`src/hdl/ipc_pkg.sv`:
```
package ipc_pkg;

  // ****************************************************************
  // Command codes of the shared input-protection registers.
  // ****************************************************************
  localparam logic [7:0] CMD_VIN_OV_ACTION = 8'h56;
  localparam logic [7:0] CMD_VIN_UV_THRESH = 8'h59;
  localparam logic [7:0] CMD_VIN_UV_ACTION = 8'h5a;
  localparam logic [7:0] CMD_IIN_OC_THRESH = 8'h5b;

  // ****************************************************************
  // Linear-format field positions.
  // ****************************************************************
  localparam int EXP_MSB = 15;
  localparam int EXP_LSB = 11;
  localparam int MAN_MSB = 10;
  localparam int MAN_LSB = 0;

  // Sensed values carry this many fraction bits (LSB = 0.25 V or 0.25 A).
  localparam int SENSE_FRAC_BITS = 2;

  // ****************************************************************
  // Reset values and accepted encodings.
  // ****************************************************************
  localparam logic [7:0] OV_ACTION_RST = 8'h00;
  localparam logic [7:0] UV_ACTION_RST = 8'hc0;
  localparam logic [15:0] UV_LIMIT_RST = 16'hf80d;
  localparam logic [15:0] UV_LIMIT_MIN = 16'hf80d;
  localparam logic [15:0] UV_LIMIT_MAX = 16'hf817;
  localparam logic [15:0] OC_LIMIT_RST = 16'hf87f;
  localparam logic [4:0] OC_EXP_FIXED = 5'h1f;
  localparam logic [10:0] OC_MAN_MAX = 11'h07f;
  localparam logic [15:0] OC_NVM_MIN = 16'hf810;
  localparam logic [15:0] OC_NVM_MAX = 16'hf870;
  localparam logic [3:0] OC_NVM_STEP_LOW = 4'h0;

  // ****************************************************************
  // Power-conversion states.
  // ****************************************************************
  typedef enum logic [2:0] {
    PWR_IDLE = 3'b001,
    PWR_RUN = 3'b010,
    PWR_UV_OFF = 3'b100
  } ipc_pwr_t;

endpackage

```
`src/hdl/ipc_input_protect.sv`:
```
// Behaviour
// - Every access to the four commands affects both channels, page ignored.
// - Overvoltage and undervoltage action bytes are read-only, byte reads only.
// - Undervoltage and overcurrent limits are 16-bit linear, word access only.
// - Input OV or UV fault sets OTHER, INPUT and the matching input status bit.
// - Input OV fault raises the host alert unless its mask bit is set.
// - OV action reads 00h: flag and alert, keep converting.
// - UV detection stays masked until input passes turn-on and unit is enabled.
// - UV limit exponent and mantissa writable, NVM-loaded, F80Dh..F817h in 1 V steps.
// - Input UV fault raises the host alert unless its mask bit is set.
// - UV action reads C0h: shut down, restart once the condition clears.
// - Input overcurrent fault when sensed current crosses the overcurrent limit.
// - Overcurrent exponent is read-only 11111b, giving 0.5 A steps.
// - Overcurrent mantissa writable, valid 0 to 127.
// - Valid overcurrent limit written in operation takes effect at once.
// - Reset or restore reloads stored OC limit only if listed, else 63.5 A.
// - Turn-on threshold starts conversion and gates UV masking.
//
`timescale 1ns/1ps
`default_nettype none
module ipc_input_protect (
  input wire logic clk_sys,
  input wire logic rst,
  input wire logic cmd_valid,
  input wire logic cmd_write,
  input wire logic cmd_is_word,
  input wire logic [7:0] cmd_code,
  input wire logic [15:0] cmd_wdata,
  input wire logic restore_all,
  input wire logic [15:0] nvm_uv_limit,
  input wire logic [15:0] nvm_oc_limit,
  input wire logic [15:0] vin_on_code,
  input wire logic [15:0] vin_sense_q,
  input wire logic [15:0] iin_sense_q,
  input wire logic vin_ov_detect,
  input wire logic unit_enable,
  input wire logic mask_vin_ov,
  input wire logic mask_vin_uv,
  input wire logic mask_iin_oc,
  input wire logic status_clear,
  output logic rsp_valid,
  output logic rsp_err,
  output logic [15:0] rsp_rdata,
  output logic [15:0] uv_limit_out,
  output logic [15:0] oc_limit_out,
  output logic status_other,
  output logic status_input,
  output logic input_vin_ov_fault,
  output logic input_vin_uv_fault,
  output logic input_iin_oc_fault,
  output logic host_alert_out,
  output logic convert_enable
);
  import ipc_pkg::*;

  // ****************************************************************
  // State record.
  // ****************************************************************
  typedef struct packed {
    ipc_pwr_t pwr;
    logic [15:0] uv_lim;
    logic [15:0] oc_lim;
    logic load_pend;
    logic uv_armed;
    logic ov_f;
    logic uv_f;
    logic oc_f;
    logic other_f;
    logic input_f;
    logic alert;
    logic conv_en;
    logic rsp_valid;
    logic rsp_err;
    logic [15:0] rsp_data;
  } ipc_state_t;

  localparam ipc_state_t STATE_RST = '{
    pwr: PWR_IDLE,
    uv_lim: UV_LIMIT_RST,
    oc_lim: OC_LIMIT_RST,
    load_pend: 1'b1,
    uv_armed: 1'b0,
    ov_f: 1'b0,
    uv_f: 1'b0,
    oc_f: 1'b0,
    other_f: 1'b0,
    input_f: 1'b0,
    alert: 1'b0,
    conv_en: 1'b0,
    rsp_valid: 1'b0,
    rsp_err: 1'b0,
    rsp_data: 16'h0000
  };

  ipc_state_t st_q;
  ipc_state_t st_d;

  // ****************************************************************
  // Encoding checks.
  // ****************************************************************

  // Undervoltage limit: odd codes in the window are the whole-volt steps.
  function automatic logic uv_code_ok(input logic [15:0] v);
    uv_code_ok = (v >= UV_LIMIT_MIN) && (v <= UV_LIMIT_MAX) && v[0];
  endfunction

  // Stored overcurrent limit survives a reload only on the listed codes.
  function automatic logic [15:0] oc_reload(input logic [15:0] v);
    if (((v >= OC_NVM_MIN) && (v <= OC_NVM_MAX) && (v[3:0] == OC_NVM_STEP_LOW))
        || (v == OC_LIMIT_RST)) begin
      oc_reload = v;
    end else begin
      oc_reload = OC_LIMIT_RST;
    end
  endfunction

  // ****************************************************************
  // Comparators.
  // ****************************************************************
  logic vin_above_on;
  logic vin_below_uv;
  logic iin_above_oc;

  // Turn-on threshold crossing gates both start-up and UV masking.
  ipc_lin_cmp u_cmp_on (
    .limit_code(vin_on_code),
    .sense_q(vin_sense_q),
    .above(vin_above_on),
    .below()
  );

  // Undervoltage compare against the programmed limit.
  ipc_lin_cmp u_cmp_uv (
    .limit_code(st_q.uv_lim),
    .sense_q(vin_sense_q),
    .above(),
    .below(vin_below_uv)
  );

  // Overcurrent compare against the programmed limit.
  ipc_lin_cmp u_cmp_oc (
    .limit_code(st_q.oc_lim),
    .sense_q(iin_sense_q),
    .above(iin_above_oc),
    .below()
  );

  // ****************************************************************
  // Next-state logic.
  // ****************************************************************
  logic ov_evt;
  logic uv_evt;
  logic oc_evt;

  always_comb begin
    st_d = st_q;
    ov_evt = vin_ov_detect;
    uv_evt = st_q.uv_armed && vin_below_uv;
    oc_evt = iin_above_oc;

    // The mask arms once and stays armed; a later dip below turn-on must still fault.
    if (unit_enable && vin_above_on) begin
      st_d.uv_armed = 1'b1;
    end

    // Command port: no page input exists, so every access hits the one shared copy.
    st_d.rsp_valid = cmd_valid;
    st_d.rsp_err = 1'b0;
    st_d.rsp_data = 16'h0000;
    if (cmd_valid) begin
      case (cmd_code)
        CMD_VIN_OV_ACTION: begin
          // Byte read only; writes and word accesses are refused, byte unchanged.
          if (cmd_write || cmd_is_word) begin
            st_d.rsp_err = 1'b1;
          end else begin
            st_d.rsp_data = {8'h00, OV_ACTION_RST};
          end
        end
        CMD_VIN_UV_ACTION: begin
          if (cmd_write || cmd_is_word) begin
            st_d.rsp_err = 1'b1;
          end else begin
            st_d.rsp_data = {8'h00, UV_ACTION_RST};
          end
        end
        CMD_VIN_UV_THRESH: begin
          if (!cmd_is_word) begin
            st_d.rsp_err = 1'b1;
          end else if (!cmd_write) begin
            st_d.rsp_data = st_q.uv_lim;
          end else if (uv_code_ok(cmd_wdata)) begin
            st_d.uv_lim = cmd_wdata;
          end else begin
            st_d.rsp_err = 1'b1;
          end
        end
        CMD_IIN_OC_THRESH: begin
          if (!cmd_is_word) begin
            st_d.rsp_err = 1'b1;
          end else if (!cmd_write) begin
            st_d.rsp_data = st_q.oc_lim;
          end else if (cmd_wdata[MAN_MSB:MAN_LSB] <= OC_MAN_MAX) begin
            // Exponent bits of the write are dropped; the new limit acts next cycle.
            st_d.oc_lim = {OC_EXP_FIXED, cmd_wdata[MAN_MSB:MAN_LSB]};
          end else begin
            st_d.rsp_err = 1'b1;
          end
        end
        default: begin
          st_d.rsp_err = 1'b1;
        end
      endcase
    end

    // Reload from storage after reset release or on restore; it overrides a same-cycle write.
    if (st_q.load_pend || restore_all) begin
      st_d.uv_lim = nvm_uv_limit;
      st_d.oc_lim = oc_reload(nvm_oc_limit);
      st_d.load_pend = 1'b0;
    end

    // Sticky status: clear first, then set, so a fault in the clear cycle is kept.
    if (status_clear) begin
      st_d.ov_f = 1'b0;
      st_d.uv_f = 1'b0;
      st_d.oc_f = 1'b0;
      st_d.other_f = 1'b0;
      st_d.input_f = 1'b0;
    end
    if (ov_evt) begin
      st_d.ov_f = 1'b1;
    end
    if (uv_evt) begin
      st_d.uv_f = 1'b1;
    end
    if (oc_evt) begin
      st_d.oc_f = 1'b1;
    end
    if (ov_evt || uv_evt || oc_evt) begin
      st_d.other_f = 1'b1;
      st_d.input_f = 1'b1;
    end

    // Alert follows the unmasked sticky flags.
    st_d.alert = (st_d.ov_f && !mask_vin_ov)
                 || (st_d.uv_f && !mask_vin_uv)
                 || (st_d.oc_f && !mask_iin_oc);

    // Power sequencing; an overvoltage never leaves the run state.
    case (st_q.pwr)
      PWR_IDLE: begin
        if (unit_enable && vin_above_on) begin
          st_d.pwr = PWR_RUN;
        end
      end
      PWR_RUN: begin
        if (!unit_enable) begin
          st_d.pwr = PWR_IDLE;
        end else if (uv_evt) begin
          st_d.pwr = PWR_UV_OFF;
        end
      end
      PWR_UV_OFF: begin
        if (!unit_enable) begin
          st_d.pwr = PWR_IDLE;
        end else if (!vin_below_uv) begin
          st_d.pwr = PWR_RUN;
        end
      end
      default: begin
        st_d.pwr = PWR_IDLE;
      end
    endcase
    st_d.conv_en = (st_d.pwr == PWR_RUN);
  end

  // ****************************************************************
  // State register.
  // ****************************************************************
  always_ff @(posedge clk_sys or posedge rst) begin
    if (rst) begin
      st_q <= STATE_RST;
    end else begin
      st_q <= st_d;
    end
  end

  // Outputs all come straight from the state register.
  assign rsp_valid = st_q.rsp_valid;
  assign rsp_err = st_q.rsp_err;
  assign rsp_rdata = st_q.rsp_data;
  assign uv_limit_out = st_q.uv_lim;
  assign oc_limit_out = st_q.oc_lim;
  assign status_other = st_q.other_f;
  assign status_input = st_q.input_f;
  assign input_vin_ov_fault = st_q.ov_f;
  assign input_vin_uv_fault = st_q.uv_f;
  assign input_iin_oc_fault = st_q.oc_f;
  assign host_alert_out = st_q.alert;
  assign convert_enable = st_q.conv_en;
endmodule
`default_nettype wire

```
`src/hdl/ipc_lin_cmp.sv`:
```
`timescale 1ns/1ps
`default_nettype none
// Compares a sensed quantity against a linear-format limit.
module ipc_lin_cmp (
  input wire logic [15:0] limit_code,
  input wire logic [15:0] sense_q,
  output logic above,
  output logic below
);
  import ipc_pkg::*;

  logic signed [31:0] man_ext;
  logic signed [5:0] shift_s;
  logic signed [31:0] limit_q;
  logic signed [31:0] sense_ext;

  // Scale mantissa by 2^(exponent + fraction bits); negative shifts truncate toward minus.
  always_comb begin
    man_ext = {{21{limit_code[MAN_MSB]}}, limit_code[MAN_MSB:MAN_LSB]};
    shift_s = $signed({limit_code[EXP_MSB], limit_code[EXP_MSB:EXP_LSB]})
              + 6'(SENSE_FRAC_BITS);
    if (shift_s[5]) begin
      limit_q = man_ext >>> 6'(-shift_s);
    end else begin
      limit_q = man_ext <<< shift_s;
    end
    sense_ext = {16'h0000, sense_q};
    above = sense_ext > limit_q;
    below = sense_ext < limit_q;
  end
endmodule
`default_nettype wire

```
`config.mk`:
```
export PLATFORM = sky130hd
export DESIGN_NAME = ipc_input_protect
export DESIGN_NICKNAME = d
export VERILOG_FILES = /design/src/hdl/ipc_pkg.sv /design/src/hdl/ipc_input_protect.sv /design/src/hdl/ipc_lin_cmp.sv
export SDC_FILE = /design/constraint.sdc
export NUM_CORES = 1
export LEC_CHECK = 0
export BUFFER_PORTS_ARGS = -buffer_cell sky130_fd_sc_hd__clkbuf_2
export CAP_MARGIN = 20
export CORE_UTILIZATION = 45
export DETAILED_ROUTE_END_ITERATION = 16
export MAX_ROUTING_LAYER = met4
export PLACE_DENSITY = 0.67
export SYNTH_ARGS = -nofsm -noshare
export SYNTH_HDL_FRONTEND = slang
export SYNTH_HIERARCHICAL = 1
export SYNTH_SLANG_ARGS = --single-unit
```
`constraint.sdc`:
```
create_clock -name clk_sys -period 10.2 [get_ports clk_sys]
set_clock_uncertainty 0.2 [all_clocks]
set_input_delay 1.53 -clock clk_sys [delete_from_list [all_inputs] [get_ports clk_sys]]
set_output_delay 1.53 -clock clk_sys [all_outputs]
set_load 0.005 [all_outputs]
```
# Word-level counts from Yosys, hierarchy flattened
# Index checks and enable logic that the tools add are counted.
# totals
reg_bits	62
input_bits	116
out_inout_bits	57
# op_classes
n_addsub	6
magnitude_cmp	8
n_eq_ne	9
n_shift	6
n_mux	40
n_reduce_logical	31
# op_table
op	count
16-bit 2-to-1 mux	13
32-bit 2-to-1 mux	4
11-bit by 6-bit <<< shifter with 32-bit output	3
11-bit by 6-bit >>> shifter with 32-bit output	3
17-bit by 32-bit greater-than comparator with 1-bit output	2
16-bit case mux with 3 select lines	1
33-bit 2-to-1 mux	1
8-bit by 7-bit equality test with 1-bit output, second input constant	4
16-bit greater-or-equal comparator, second input constant	2
16-bit less-or-equal comparator, second input constant	2
17-bit by 32-bit less-than comparator with 1-bit output	1
5-bit by 3-bit adder with 6-bit output, second input constant	3
6-bit negator	3
17-bit 2-to-1 mux	1
16-bit equality test, second input constant	1
2-bit nonzero test	8
3-bit 2-to-1 mux	5
11-bit by 7-bit less-or-equal comparator with 1-bit output, second input constant	1
1-bit 2-to-1 mux	10
5-bit AND reduction	2
1-bit logical AND	9
3-bit case mux with 3 select lines	1
8-bit 2-to-1 mux	1
1-bit logical OR	7
9 further kinds	12

# Depth between registers and ports, before layout
# Gate-level depths: netlist of run 1.
# depth
word_depth	10
depth_mapped	24

# Cells and area by module
# Netlist of run 1, hierarchy kept.
# modules_own_cells
mod	n_inst	cells_each	area_each_um2
ipc_lin_cmp (u_cmp_oc ...)	2	299	2175.8
ipc_input_protect	1	330	3185.6
ipc_lin_cmp (u_cmp_on)	1	294	2118.3

# Least setup slack after synthesis of run 1
# OpenSTA, ideal clock, no wires.
# synth_timing
path_kind	input to register
start	input vin_on_code[11]
end	register st_q (netlist bit convert_enable)
arrival_ns	5.312
required_ns	9.934
path_slack_ns	4.623
cell_stages	24
path_buffers	4
cell_sequence	buf_6 -> buf_2 -> clkinv_1 -> ha_1 -> clkbuf_1 -> clkbuf_1 -> mux2i_1 -> nand2_1 -> o21ai_0 -> o211ai_1 -> a31oi_1 -> nor2_1 -> a41oi_1 -> ha_1 -> nand3_1 -> o22ai_1 -> nor2_1 -> o21ai_0 -> o2111ai_1 -> a221o_1 -> a21oi_1 -> nand3b_1 -> o22ai_1 -> and2_1
# synth_lines
element	line_no	text
start: declaration	ipc_input_protect.sv:32	input wire logic [15:0] vin_on_code,
end signal: assignment	ipc_input_protect.sv:285	st_q <= st_d;
end: declaration	ipc_input_protect.sv:95	ipc_state_t st_q;

==> results of run 1 <==
==> critical path: stages <==
cell and delay, ns:
clkbuf_2 0.40, ha_1 0.99, clkinv_1 0.65, nand3_1 0.24, xor2_1 0.42, and2_1 0.35, nor2_1 0.11, nor2_1 0.19
a32oi_1 0.11, ha_1 0.34, nand3_1 0.10, o22ai_1 0.15, nor2_1 0.05, o21ai_0 0.18, o2111ai_1 0.13, a221o_1 0.31
a21oi_1 0.23, nand3b_1 0.12, o22ai_1 0.18, and2_1 0.15
==> power groups by stage <==
| stage | Combinational (uW) | Clock [uW] | Sequential (uW) |
|---|---|---|---|
| global route | 470 | 335 | 289 |
| global placement | 416 | 0 | 290 |
| floorplan | 325 | 0 | 268 |
| detailed placement | 419 | 0 | 290 |
| finish | 428 | 320 | 287 |
| CTS | 421 | 324 | 286 |
==> cell type report <==
class | count | area share (%)
Multi-Input combinational cell | 975 | 68.3
Timing Repair Buffer | 189 | 9.53
Clock buffer | 9 | 2.16
Tap cell | 275 | 3.30
Clock inverter | 7 | 0.769
Antenna cell | 1 | 0.0240
Inverter | 29 | 1.05
Sequential cell | 61 | 14.9
==> registers in the layout, indices dropped and copies added, names as in the netlist <==
signal              count
convert_enable          1
host_alert_out          1
input_iin_oc_fault      1
input_vin_ov_fault      1
input_vin_uv_fault      1
oc_limit_out           16
rsp_err                 1
rsp_rdata              16
rsp_valid               1
st_q                    5
status_other            1
uv_limit_out           16
==> through the flow <==
stage / cell area [um2] / util (%) / power (uW)
after floorplan: 9620 / - / 593
after global placement: 10100 / 48.0 / 705
after detailed placement: 10100 / 48.0 / 709
after CTS: 10400 / 49.5 / 1030
after global routing: 10400 / 49.6 / 1090
final: 10400 / 49.6 / 1030
==> layer usage <==
metal / GRT usage, % / up-vias / wire length (um)
met5: - / - / 0
met1: 38.6 / 4685 / 13500
met2: 43.9 / 487 / 14400
li1: - / 4635 / -
met4: 5.77 / 0 / 503
met3: 3.99 / 42 / 2340
==> final timing paths <==
check                                     end  cells after the start  slack, ns          startpoint
max in group asynchronous     uv_limit_out[6]                      3       8.06                 rst
min                        input_iin_oc_fault                      1       0.31  input_iin_oc_fault
min in group asynchronous            st_q[25]                      3       1.20                 rst
max                                  st_q[60]                     20       3.30     vin_on_code[12]
min reg2reg                input_iin_oc_fault                      1       0.31  input_iin_oc_fault
max reg2reg                    host_alert_out                     19       3.79    uv_limit_out[12]
==> results.json, run 1 <==
{
  "status": "finished, final reports clean",
  "syn_nets": 1390,
  "p_int_uw": 628,
  "synth-warning-count": 6,
  "grt_pass1_vias": 8864,
  "rsz0062_at_grt": "false",
  "ir_drop_v": 0.0000793,
  "arrival_ns": 6.97,
  "cts_tree": "done",
  "dp_cells": 1528,
  "fillers": 2044,
  "fin_setup_tns_ns": 0,
  "cts_buffer_depth": 2,
  "cts_buffers": 9,
  "max_cap_viol_count": 0,
  "syn_inst": 1217,
  "overflow": 0,
  "final_net_count": 1438,
  "die_area_um2": 22000,
  "cts_resized": 0,
  "power.leakage_uw": 0.00434,
  "initial_utilization_pct": 45.8,
  "io_pins": 173,
  "hold_viol_final": 0,
  "dr.first_iter.drc_count": 895,
  "seq_area_um2": 1550,
  "die_w_um": 148,
  "drive_above_1_share_pct": 25.4,
  "holdWs_ns": 0.309,
  "synth_area_um2": 9620,
  "htree_levels": 3,
  "avgRoutedWirePerCell_um": 19.8,
  "cts.sinks": 61,
  "multiInputGateArea_um2": 7110,
  "min_period_over_period_pct": 67.6,
  "power_frac_seq_pct": 27.8,
  "grt_max_degree": 62,
  "required_ns": 10.27,
  "dp_hpwl_um": 22200,
  "rows": 53,
  "drt_first_pass_iters": 7,
  "dieHeight_um": 148,
  "grtUsageTotal_pct": 28.1,
  "finalSetupViolCount": 0,
  "postCtsHoldBufs": 0,
  "tightest_slew_ns": 1.06,
  "combPwrFrac_pct": 41.3,
  "synth.avg_cell_area_um2": 7.90,
  "path_max_fanout": 33,
  "area_delta_synth_final_pct": 8.29,
  "power_density_nw_per_um2": 99.3,
  "relSlewSlack_pct": 29.2,
  "vias": 9849,
  "slew_violations": 0,
  "start_kind": "primary input",
  "routed_via_density": 6.37,
  "cts_root_buf": "clkbuf_16",
  "cts.clk_slew.worst_paths_ns": 0.06,
  "globalplace.congestion": 0.939,
  "crit_path_end_kind": "flop",
  "cts_setup_buffers": 0,
  "coreArea_um2": 21000,
  "grt_pass1_wl_um": 48000,
  "io_buffers": 172,
  "route.detailed.drc": 0,
  "antenna_found_initial": 1,
  "post-route-worst-setup-slack_ns": 3.30,
  "p_clk_share_pct": 30.9,
  "ant_nets": 0,
  "p_sw_share_pct": 39.3,
  "clock_latency_ns": 0.33,
  "preCtsSetupSlack_ns": 3.05,
  "final_common_cell": "clkbuf_2",
  "timing.fmax_ghz": 0.145,
  "period_needed_ns": 6.90,
  "worstSetupPathType": "in -> reg",
  "routed_wl_um": 30700,
  "stdcell_count": 1546,
  "p_sw_uw": 406,
  "layout_common_cells": "clkbuf_2, nand2_1, nor2_1",
  "hold_class": "reg -> reg"
}
Power figures use the tool's default switching activity.
==> inputs of run 2 (changes only) <==
Settings changed: PLACE_DENSITY 0.67 to 0.69.
Clock period 10.2 ns to 5.72 ns, I/O delays scaled along.
==> run 2 against run 1 <==
Net effect: setup slack got worse by 2.7 ns; sequential share of layout area decreased by 0.18 points; design area increased by 1.2%; non-clock buffer count increased by 18; register-to-register slack got worse by 3.2 ns; worst hold slack improved by 0.0025 ns; clock-buffer cell count increased by 2; power increased by 77%; global-route usage increased by 0.48 points; critical path depth decreased by 3; critical path type is now reg -> reg; critical endpoint is now host_alert_out; largest power group unchanged.
==> results.json, run 2 (synthesized netlist as in run 1, its figures left out) <==
{
  "timing.fmax_ghz": 0.196,
  "rows": 53,
  "slew_violations": 0,
  "max_cap_viol_count": 0,
  "dp_cells": 1547,
  "die_area_um2": 22000,
  "stdcell_count": 1563,
  "ff2ff_setup_slack_ns": 0.62,
  "final_common_cell": "clkbuf_2",
  "path_buf_inv": 0,
  "p_sw_share_pct": 37.9,
  "ir_drop_v": 0.000120,
  "worstRegToRegCells": 17,
  "vias": 9928,
  "cts_tree": "done",
  "required_ns": 5.72,
  "preCtsSetupSlack_ns": 0.535,
  "grtUsageTotal_pct": 28.6,
  "worst_hold_path.endpoint": "input_vin_ov_fault",
  "dp_hpwl_um": 22800,
  "power_frac_seq_pct": 27.2,
  "path_max_fanout": 13,
  "p_int_uw": 1140,
  "post-route-worst-setup-slack_ns": 0.625,
  "drt_first_pass_iters": 5,
  "relSlewSlack_pct": 47.6,
  "cts_resized": 0,
  "hold_class": "reg -> reg",
  "clock_latency_ns": 0.33,
  "rsz0062_at_grt": "false",
  "dr.first_iter.drc_count": 841,
  "io_pins": 173,
  "period_needed_ns": 5.10,
  "worstSetupPathType": "reg -> reg",
  "grt_max_degree": 62,
  "coreArea_um2": 21000,
  "io_buffers": 172,
  "cts_buffer_depth": 2,
  "combPwrFrac_pct": 42.9,
  "area_delta_synth_final_pct": 9.59,
  "r2r-start": "oc_limit_out[12]",
  "drive_above_1_share_pct": 26.4,
  "routed_wl_um": 30400,
  "p_sw_uw": 693,
  "diodes": 0,
  "r2r-end": "host_alert_out",
  "power.leakage_uw": 0.00441,
  "status": "finished, final reports clean",
  "min_period_over_period_pct": 89.1,
  "final_net_count": 1456,
  "route.detailed.drc": 0,
  "cp_top_family": "compound AO/OA/AOI/OAI gates",
  "routed_via_density": 6.35,
  "start_kind": "flop",
  "antenna_found_initial": 0,
  "tightest_slew_ns": 0.786,
  "htree_levels": 3,
  "min_from": "input_vin_ov_fault",
  "crit_path_end_kind": "flop",
  "power_density_nw_per_um2": 174,
  "finalSetupViolCount": 0,
  "layout_common_cells": "clkbuf_2, nand2_1, nor2_1",
  "globalplace.congestion": 0.955,
  "dieHeight_um": 148,
  "cts.sinks": 61,
  "hold_viol_final": 0,
  "avgRoutedWirePerCell_um": 19.4,
  "initial_utilization_pct": 45.8,
  "slowest_delay_ns": 0.68,
  "die_w_um": 148,
  "p_clk_share_pct": 29.9,
  "path_cells": "ha_1, xor2_2, xnor2_1, and2_1, nor2_1, nor3_1, a21oi_1, ha_1, a21oi_1, nor2_1, a2111oi_0, o21ai_0, a221oi_1, o31a_1, o21ba_1, a21o_1, a221o_1",
  "grt_pass1_wl_um": 48800,
  "cts_root_buf": "clkbuf_16",
  "postCtsHoldBufs": 0,
  "hold_depth": 1,
  "grt_pass1_vias": 9176,
  "overflow": 0,
  "fin_setup_tns_ns": 0,
  "cts.clk_slew.worst_paths_ns": 0.05,
  "ant_nets": 0,
  "arrival_ns": 5.10,
  "cts_setup_buffers": 0,
  "crit_path_top_delay_cell": "dfstp_2",
  "cts_buffers": 9
}
-- run 2: cell count changes in the layout (fill, tap and decap cells not counted) --
cell,previous run,this run
inv_8,1,0
clkinvlp_4,1,2
buf_4,16,35
clkbuf_8,0,1
buf_6,1,0
inv_6,3,1
diode_2,1,0
clkbuf_1,0,1
-- run 2: how the worst max path moves through the flow --
stage                                start             end  slack (ns)  cells after the start
after floorplan            vin_on_code[11]  convert_enable        0.83                     24
after global placement     vin_on_code[11]        st_q[60]        0.64                     20
after detailed placement   vin_on_code[11]  convert_enable        0.54                     20
after CTS                 oc_limit_out[12]  host_alert_out        0.71                     17
after global routing      oc_limit_out[12]  host_alert_out        0.32                     18
final                     oc_limit_out[12]  host_alert_out        0.62                     17
-- run 2: layout make-up --
type                    instances  area [um2]
clock buffers                  11         243
fillers                      2095       10500
inverters                      29         109
multi-input cells             975        7110
clock inverters                 5        58.8
repair buffers                207        1120
well taps                     275         344
flip-flops and latches         61        1550
-- run 2: power groups by stage --
stage	logic, uW	clock network, uW	registers [uW]
after detailed placement	771	0	503
after global placement	760	0	503
final	785	547	497
after CTS	774	558	497
after global routing	869	577	501
after floorplan	579	0	479
-- run 2: worst register-to-register path, delay by kind of cell (launching register included) --
kind / cells / cell delay, ns
adder cells (fa/ha/maj): 2 / 0.77
flip-flops: 1 / 0.68
XOR/XNOR: 2 / 0.69
AND/OR/NAND/NOR: 4 / 0.74
AO/OA/AOI/OAI: 9 / 1.88
-- run 2: per-stage QoR --
step	cell area (um2)	hold WS, ns	util, %	power, uW
3_3_place_gp	10200	0.306	48.7	1260
2_1_floorplan	9620	0.271	-	1060
4_1_cts	10500	0.314	50.1	1830
3_5_place_dp	10200	0.296	48.7	1270
5_1_grt	10500	0.326	50.1	1950
6_report	10500	0.312	50.1	1830
-- run 2: routing by layer --
layer  up-vias  global-route usage (%)  wire length (um)
met5         -                       -                 0
met4         0                    7.32               541
met3        42                    3.28              2230
met2       466                    44.7             14200
met1      4773                    39.1             13400
li1       4647                       -                 -
